<file path="src/strobe_seq_pkg.sv">
// Offsets, reset values, field positions and timing for the strobe sequencer
package strobe_seq_pkg;

	// Register offsets on the serial register port
	localparam logic [7:0] ADDR_GAP_LO   = 8'h20;
	localparam logic [7:0] ADDR_GAP_HI   = 8'h21;
	localparam logic [7:0] ADDR_ASSIGN_A = 8'h22;
	localparam logic [7:0] ADDR_ASSIGN_B = 8'h23;
	localparam logic [7:0] ADDR_BACKUP   = 8'h24;
	localparam logic [7:0] ADDR_STATUS   = 8'h2f;

	// Values after reset
	localparam logic [7:0] RST_GAP_LO    = 8'h00;
	localparam logic [7:0] RST_GAP_HI    = 8'h00;
	localparam logic [7:0] RST_ASSIGN_A  = 8'h56;
	localparam logic [7:0] RST_ASSIGN_B  = 8'h45;
	localparam logic [7:0] RST_BACKUP    = 8'h00;

	// Field positions and writable masks
	localparam int         HI_FACTOR_BIT = 7;
	localparam int         HI_GAP9_BIT   = 0;
	localparam logic [7:0] GAP_HI_MASK   = 8'h81;
	localparam logic [7:0] BACKUP_MASK   = 8'h33;
	localparam int         NIB_LO        = 0;
	localparam int         NIB_HI        = 4;
	localparam int         BACKUP_LO     = 0;
	localparam int         BACKUP_HI     = 4;

	// Strobe numbering and assignment code range
	localparam logic [3:0] STROBE_FIRST  = 4'h1;
	localparam logic [3:0] STROBE_SEALED = 4'h3;
	localparam logic [3:0] STROBE_LAST   = 4'ha;
	localparam logic [3:0] CODE_MIN      = 4'h3;
	localparam logic [3:0] CODE_MAX      = 4'ha;
	localparam logic [3:0] GAPS_IN_LO    = 4'h8;

	// Gap durations
	localparam int         GAP_MS_W      = 7;
	localparam logic [6:0] GAP_SHORT_MS  = 7'h02;
	localparam logic [6:0] GAP_LONG_MS   = 7'h05;
	localparam logic [6:0] DOWN_FACTOR   = 7'h0a;

	// Timebase
	localparam int CLK_HZ        = 20_000_000;
	localparam int MS_PER_S      = 1000;
	localparam int CYCLES_PER_MS = CLK_HZ / MS_PER_S;
	localparam int DIV_W         = 20;

	typedef enum logic [1:0] {
		SEQ_IDLE,
		SEQ_STROBE,
		SEQ_GAP
	} seq_state_t;

endpackage

</file>
<file path="src/gap_timer.sv">
// Millisecond gap timer: counts a requested number of ms, then pulses done
`timescale 1ns/1ps
`default_nettype none
module gap_timer #(
	parameter int CYC_PER_MS = strobe_seq_pkg::CYCLES_PER_MS
) (
	input  wire logic                             i_ref_clk,
	input  wire logic                             i_rst,
	input  wire logic                             i_start,
	input  wire logic [strobe_seq_pkg::GAP_MS_W-1:0] i_ms,
	output logic                                  o_done
);

	localparam logic [strobe_seq_pkg::DIV_W-1:0] DIV_LAST =
		strobe_seq_pkg::DIV_W'(CYC_PER_MS - 1);

	typedef struct packed {
		logic [strobe_seq_pkg::GAP_MS_W-1:0] ms_left;
		logic [strobe_seq_pkg::DIV_W-1:0]    div;
		logic                                busy;
		logic                                done;
	} timer_t;

	timer_t q;
	timer_t d;

	always_comb begin
		d = q;
		d.done = 1'b0;
		if (i_start) begin
			d.ms_left = i_ms;
			d.div = '0;
			d.busy = 1'b1;
		end else if (q.busy) begin
			if (q.div == DIV_LAST) begin
				d.div = '0;
				if (q.ms_left <= 7'h01) begin
					d.busy = 1'b0;
					d.done = 1'b1;
				end else begin
					d.ms_left = q.ms_left - 7'h01;
				end
			end else begin
				d.div = q.div + 20'h00001;
			end
		end
	end

	always_ff @(posedge i_ref_clk or posedge i_rst) begin
		if (i_rst) begin
			q <= '0;
		end else begin
			q <= d;
		end
	end

	assign o_done = q.done;

endmodule // gap_timer
`default_nettype wire

</file>
<file path="src/strobe_power_sequencer.sv">
// Strobe power sequencer: configuration registers and up/down strobe walk
`timescale 1ns/1ps
`default_nettype none
// Operation
// - Gaps one to eight: bit 0=2ms, 1=5ms
// - Gap nine chosen by high register bit 0
// - Factor bit set: power-down gaps ten times
// - Power-up gaps never scaled by factor
// - Codes 3h..Ah enable rail at that strobe
// - Other codes leave rail unsequenced
// - Register 0x22 resets to 0x56
// - Register 0x23 resets to 0x45
// - Register 0x20 resets to all zeros
// - Strobes one, two run only while seal unbroken
module strobe_power_sequencer #(
	parameter int CYC_PER_MS = strobe_seq_pkg::CYCLES_PER_MS
) (
	input  wire logic       i_ref_clk,
	input  wire logic       i_rst,
	input  wire logic       i_reg_wr,
	input  wire logic       i_reg_rd,
	input  wire logic [7:0] i_reg_addr,
	input  wire logic [7:0] i_reg_wdata,
	input  wire logic       i_unlocked,
	input  wire logic       i_seal_broken,
	input  wire logic       i_power_up_req,
	input  wire logic       i_power_down_req,
	output logic      [7:0] o_reg_rdata,
	output logic            o_reg_rvalid,
	output logic            o_first_buck_rail,
	output logic            o_second_buck_rail,
	output logic            o_third_buck_rail,
	output logic            o_buckboost_rail,
	output logic      [1:0] o_backup_rail,
	output logic            o_strobe_pulse,
	output logic      [3:0] o_strobe_num,
	output logic            o_seq_busy,
	output logic            o_seq_done
);

	typedef struct packed {
		logic [7:0]                 gap_lo;
		logic [7:0]                 gap_hi;
		logic [7:0]                 assign_a;
		logic [7:0]                 assign_b;
		logic [7:0]                 backup;
		strobe_seq_pkg::seq_state_t state;
		logic                       down;
		logic [3:0]                 strobe;
		logic [3:0]                 rails;
		logic [1:0]                 backup_en;
		logic                       t_start;
		logic [6:0]                 t_ms;
		logic                       strobe_pulse;
		logic                       busy;
		logic                       done;
		logic [7:0]                 rdata;
		logic                       rvalid;
	} seq_t;

	seq_t q;
	seq_t d;
	logic timer_done;

	// Rail order in rails: 0 first buck, 1 second, 2 third, 3 buck-boost
	logic [3:0] code [4];
	logic [3:0] gap_num;
	logic       gap_bit;
	logic [6:0] gap_ms;
	logic [3:0] end_strobe;
	logic       last_strobe;
	logic [1:0] bk_code [2];

	always_comb begin
		code[0] = q.assign_a[strobe_seq_pkg::NIB_LO +: 4];
		code[1] = q.assign_a[strobe_seq_pkg::NIB_HI +: 4];
		code[2] = q.assign_b[strobe_seq_pkg::NIB_LO +: 4];
		code[3] = q.assign_b[strobe_seq_pkg::NIB_HI +: 4];
		bk_code[0] = q.backup[strobe_seq_pkg::BACKUP_LO +: 2];
		bk_code[1] = q.backup[strobe_seq_pkg::BACKUP_HI +: 2];
	end

	// Gap n lies between strobe n and n+1; going down from strobe s the
	// gap crossed is the one below it, numbered s-1.
	always_comb begin
		gap_num = q.down ? (q.strobe - 4'h1) : q.strobe;
		if (gap_num <= strobe_seq_pkg::GAPS_IN_LO) begin
			gap_bit = q.gap_lo[3'(gap_num - 4'h1)];
		end else begin
			gap_bit = q.gap_hi[strobe_seq_pkg::HI_GAP9_BIT];
		end
		gap_ms = gap_bit ? strobe_seq_pkg::GAP_LONG_MS
		                 : strobe_seq_pkg::GAP_SHORT_MS;
		// Scaling is applied only on the way down
		if (q.down && q.gap_hi[strobe_seq_pkg::HI_FACTOR_BIT]) begin
			gap_ms = 7'(gap_ms * strobe_seq_pkg::DOWN_FACTOR);
		end
		end_strobe = i_seal_broken ? strobe_seq_pkg::STROBE_SEALED
		                           : strobe_seq_pkg::STROBE_FIRST;
		last_strobe = q.down ? (q.strobe == end_strobe)
		                     : (q.strobe == strobe_seq_pkg::STROBE_LAST);
	end

	always_comb begin
		d = q;
		d.t_start = 1'b0;
		d.strobe_pulse = 1'b0;
		d.done = 1'b0;
		d.rvalid = 1'b0;

		// Configuration writes; a locked port silently drops them
		if (i_reg_wr && i_unlocked) begin
			case (i_reg_addr)
				strobe_seq_pkg::ADDR_GAP_LO: begin
					d.gap_lo = i_reg_wdata;
				end
				strobe_seq_pkg::ADDR_GAP_HI: begin
					d.gap_hi = i_reg_wdata & strobe_seq_pkg::GAP_HI_MASK;
				end
				strobe_seq_pkg::ADDR_ASSIGN_A: begin
					d.assign_a = i_reg_wdata;
				end
				strobe_seq_pkg::ADDR_ASSIGN_B: begin
					d.assign_b = i_reg_wdata;
				end
				strobe_seq_pkg::ADDR_BACKUP: begin
					d.backup = i_reg_wdata & strobe_seq_pkg::BACKUP_MASK;
				end
				default: begin
				end
			endcase
		end

		// Reads answer one cycle later; unmapped offsets read zero
		if (i_reg_rd) begin
			d.rvalid = 1'b1;
			case (i_reg_addr)
				strobe_seq_pkg::ADDR_GAP_LO:   d.rdata = q.gap_lo;
				strobe_seq_pkg::ADDR_GAP_HI:   d.rdata = q.gap_hi;
				strobe_seq_pkg::ADDR_ASSIGN_A: d.rdata = q.assign_a;
				strobe_seq_pkg::ADDR_ASSIGN_B: d.rdata = q.assign_b;
				strobe_seq_pkg::ADDR_BACKUP:   d.rdata = q.backup;
				strobe_seq_pkg::ADDR_STATUS: begin
					d.rdata = {q.busy, q.down, 2'b00, q.strobe};
				end
				default: d.rdata = 8'h00;
			endcase
		end

		case (q.state)
			strobe_seq_pkg::SEQ_IDLE: begin
				// Requests during a walk are ignored, not queued
				if (i_power_up_req) begin
					d.down = 1'b0;
					d.strobe = end_strobe;
					d.busy = 1'b1;
					d.state = strobe_seq_pkg::SEQ_STROBE;
				end else if (i_power_down_req) begin
					d.down = 1'b1;
					d.strobe = strobe_seq_pkg::STROBE_LAST;
					d.busy = 1'b1;
					d.state = strobe_seq_pkg::SEQ_STROBE;
				end
			end
			strobe_seq_pkg::SEQ_STROBE: begin
				d.strobe_pulse = 1'b1;
				for (int r = 0; r < 4; r++) begin
					if (code[r] >= strobe_seq_pkg::CODE_MIN &&
					    code[r] <= strobe_seq_pkg::CODE_MAX &&
					    code[r] == q.strobe) begin
						d.rails[r] = !q.down;
					end
				end
				// Backup rails see strobes one to three (codes 1..3); strobes one and two
				// are never reached once the seal is broken, strobe three always is.
				for (int b = 0; b < 2; b++) begin
					if (bk_code[b] != 2'b00 &&
					    {2'b00, bk_code[b]} == q.strobe) begin
						d.backup_en[b] = !q.down;
					end
				end
				if (last_strobe) begin
					d.busy = 1'b0;
					d.done = 1'b1;
					d.state = strobe_seq_pkg::SEQ_IDLE;
				end else begin
					d.t_start = 1'b1;
					d.t_ms = gap_ms;
					d.state = strobe_seq_pkg::SEQ_GAP;
				end
			end
			strobe_seq_pkg::SEQ_GAP: begin
				if (timer_done) begin
					d.strobe = q.down ? (q.strobe - 4'h1)
					                  : (q.strobe + 4'h1);
					d.state = strobe_seq_pkg::SEQ_STROBE;
				end
			end
			default: begin
				d.state = strobe_seq_pkg::SEQ_IDLE;
				d.busy = 1'b0;
			end
		endcase
	end

	always_ff @(posedge i_ref_clk or posedge i_rst) begin
		if (i_rst) begin
			q.gap_lo       <= strobe_seq_pkg::RST_GAP_LO;
			q.gap_hi       <= strobe_seq_pkg::RST_GAP_HI;
			q.assign_a     <= strobe_seq_pkg::RST_ASSIGN_A;
			q.assign_b     <= strobe_seq_pkg::RST_ASSIGN_B;
			q.backup       <= strobe_seq_pkg::RST_BACKUP;
			q.state        <= strobe_seq_pkg::SEQ_IDLE;
			q.down         <= 1'b0;
			q.strobe       <= 4'h0;
			q.rails        <= 4'h0;
			q.backup_en    <= 2'b00;
			q.t_start      <= 1'b0;
			q.t_ms         <= 7'h00;
			q.strobe_pulse <= 1'b0;
			q.busy         <= 1'b0;
			q.done         <= 1'b0;
			q.rdata        <= 8'h00;
			q.rvalid       <= 1'b0;
		end else begin
			q <= d;
		end
	end

	gap_timer #(
		.CYC_PER_MS (CYC_PER_MS)
	) u_gap_timer (
		.i_ref_clk (i_ref_clk),
		.i_rst     (i_rst),
		.i_start   (q.t_start),
		.i_ms      (q.t_ms),
		.o_done    (timer_done)
	);

	assign o_reg_rdata        = q.rdata;
	assign o_reg_rvalid       = q.rvalid;
	assign o_first_buck_rail  = q.rails[0];
	assign o_second_buck_rail = q.rails[1];
	assign o_third_buck_rail  = q.rails[2];
	assign o_buckboost_rail   = q.rails[3];
	assign o_backup_rail      = q.backup_en;
	assign o_strobe_pulse     = q.strobe_pulse;
	assign o_strobe_num       = q.strobe;
	assign o_seq_busy         = q.busy;
	assign o_seq_done         = q.done;

endmodule // strobe_power_sequencer
`default_nettype wire

</file>
<file path="config.mk">
export PLATFORM = sky130hd
export DESIGN_NAME = strobe_power_sequencer
export DESIGN_NICKNAME = d
export VERILOG_FILES = /design/src/strobe_seq_pkg.sv /design/src/gap_timer.sv /design/src/strobe_power_sequencer.sv
export SDC_FILE = /design/constraint.sdc
export NUM_CORES = 1
export LEC_CHECK = 0
export ABC_AREA = 0
export CAP_MARGIN = 20
export CORE_ASPECT_RATIO = 1.5
export CORE_MARGIN = 2
export CORE_UTILIZATION = 24
export DETAILED_ROUTE_END_ITERATION = 10
export DONT_BUFFER_PORTS = 1
export HOLD_SLACK_MARGIN = 0.02
export MAX_ROUTING_LAYER = met4
export SYNTH_ARGS = -nofsm -noshare
export SYNTH_HDL_FRONTEND = slang
export SYNTH_SLANG_ARGS = --single-unit
</file>
<file path="constraint.sdc">
create_clock -name i_ref_clk -period 4.5 [get_ports i_ref_clk]
set_input_delay 0.9 -clock i_ref_clk [delete_from_list [all_inputs] [get_ports i_ref_clk]]
set_output_delay 0.9 -clock i_ref_clk [all_outputs]
set_load 0.02 [all_outputs]
</file>
==> results.cfg <==
[cts]
cts_resized = 0
cts_sinks = 90
ctsHoldBuffers = 0
clk_pin_slew_ps = 70
tritoncts = done
clk_path_buf_depth = 2
cts_setup_buffers = 0
clk_latency_ps = 350
numCtsBuffers = 9
htreeDepth = 3
clockRootBuffer = clkbuf_16

[grt]
antenna_found_initial = 0
grt_pass1_vias = 3683
globalRouteTotalUtil_pct = 12.3
grt_overflow = 0
grt_pass1_wl_um = 20600
grt_max_degree = 53

[floorplanning]
core_um2 = 20900
start_util_pct = 24.2
ioPinCount = 46
chipHeight_um = 182
rows = 65
die_width_um = 123
die_area_um2 = 22300

[min_path]
hp-class = flip-flop to flip-flop
hold_depth = 2

[timing]
fmax_mhz = 324
setup_viol = 0
holdWs_ps = 485
rsz0062_at_grt = false
fin_worst_skew_ps = 10.9
tightest_slew_ps = 958
relSlewSlack_pct = 36.2
finalMaxSlewViolations = 0
timing.final.crit_share_pct = 68.5
finalCriticalPeriod_ps = 3080
fin_tns_setup_ps = 0
hold_viol = 0

[final_layout]
layout_commonest_cell = dfrtp_1
drive_above_1_share_pct = 17.1
num_antenna_cells = 0
mostFrequentLayoutCells = 83 x dfrtp_1, 41 x nand2_1, 39 x mux2_2
nNetsFinal = 518
stdcell_count = 759
nFillCells = 2186
syn_to_final_growth_pct = 9.24

[power]
power_leakage_nw = 2.32
power_density_nw_per_um2 = 523
vdd.ir_drop.worst_v = 0.000176
finalPower_mw = 2.90

[detailed_routing]
viasPerCell = 4.95
wl_per_cell_um = 16.7
ant_nets = 0
first_iter_violations = 197
route.detailed.drc = 0
vias = 3755
first_pass_iters = 4
wl_um = 12700

[synthesis]
async_reset_ff_share_pct = 100
syn-cell-area_um2 = 5070
yosys_warnings = 0
synth_nets = 540
synth-seq-cells = 90
synth_edf_count = 0
syn_avg_cell_area_um2 = 9.97
seq_area_frac_synth_pct = 44.6
ys.flop_type = dfrtp_1
ys_types = 62
syn_inst = 508

[critical_path]
required_ps = 4730
startpoint_type = flip-flop
worst-setup-path-type = flip-flop to flip-flop
r2r_cells = 8
cp_max_fo = 19
cp-end-kind = flip-flop
arrival_ps = 3310

[place]
dpl.hpwl_um = 9230
dp_cells = 742
portBuffers = 0
gp_congestion = 0.791

[status]
status = complete, no violations

[flow_run]
drv_cap = 0
## power by group
group	leakage, nW	switching [mW]	internal [mW]	total (mW)
Combinational	0.990	0.555	0.411	0.966
Clock	0.147	0.349	0.404	0.753
Sequential	1.18	0.247	0.929	1.18
## synth_stat cells, types with 7 or more instances
library cell / number / area share [%]
a21oi_1: 27 / 2.7
a31oi_1: 18 / 2.2
buf_2: 7 / 0.69
buf_4: 14 / 2.1
clkbuf_1: 12 / 0.89
dfrtp_1: 83 / 41
dfstp_2: 7 / 3.6
ha_1: 8 / 2.0
inv_1: 25 / 1.9
mux2_2: 39 / 8.7
mux2i_1: 8 / 1.6
nand2_1: 41 / 3.0
nand2b_1: 9 / 1.1
nand3_1: 14 / 1.4
nor2_1: 26 / 1.9
nor3_1: 10 / 0.99
o21ai_0: 35 / 3.5
xnor2_1: 10 / 1.7
## sequential cells by signal (all words and copies together) (netlist names)
register and count:
o_backup_rail 2, o_seq_done 1, q 19, o_reg_rdata 8, code 16, o_strobe_pulse 1, o_buckboost_rail 1, o_seq_busy 1
o_first_buck_rail 1, o_reg_rvalid 1, u_gap_timer.q 28, o_strobe_num 4, o_third_buck_rail 1, u_gap_timer.o_done 1, bk_code 4, o_second_buck_rail 1
## layout make-up
class                   count  area (um^2)  area share (%)
multi-input cells         356         2510            45.3
flip-flops and latches     90         2260            40.9
well taps                 268          335            6.06
clock buffers              10          239            4.32
inverters                  25         96.3            1.74
clock inverters             6         57.6            1.04
repair buffers              4         37.5           0.678
## cells by family after synthesis
family,count (synthesis),share of synthesized area [%]
adders and majority gates,8,1.98
AOI/OAI and AO/OA,132,16.7
muxes,51,12.0
xor gates and xnor gates,13,2.25
DFF,90,44.6
buffers and inverters,62,5.88
and+or+nand+nor,152,16.5
## final timing paths
kind	slack, ps	to	startpoint
min	490	q[14]	q[14]
max in group asynchronous	3000	code[10]	i_rst
min reg2reg	490	q[14]	q[14]
max reg2reg	1420	q[12]	q[30]
min in group asynchronous	510	u_gap_timer.q[15]	i_rst
max	1420	q[12]	q[30]
## stage by stage
stage               instance area, um^2  util [%]  setup slack (ps)
floorplan                          5070         -              1110
global placement                   5220      25.0              1510
detailed placement                 5220      25.0              1450
CTS                                5520      26.4              1430
global route                       5530      26.5              1180
finish                             5530      26.5              1420
## worst max-delay path: stages, from the launching register on
cell and delay (ps):
dfrtp_1 750, xnor2_1 240, ha_1 380, mux4_2 520, or4_1 420, o31ai_1 110, a211oi_1 100, ha_1 210
mux2_2 250
## per-layer routing
layer	GRT usage, %	vias to the layer above	routed length, um
met5	-	-	0
met4	4.64	0	250
met3	3.89	14	898
met2	19.7	93	6440
met1	14.5	1842	5070
li1	-	1806	-
Note: power is estimated with default switching activity, not from simulation.
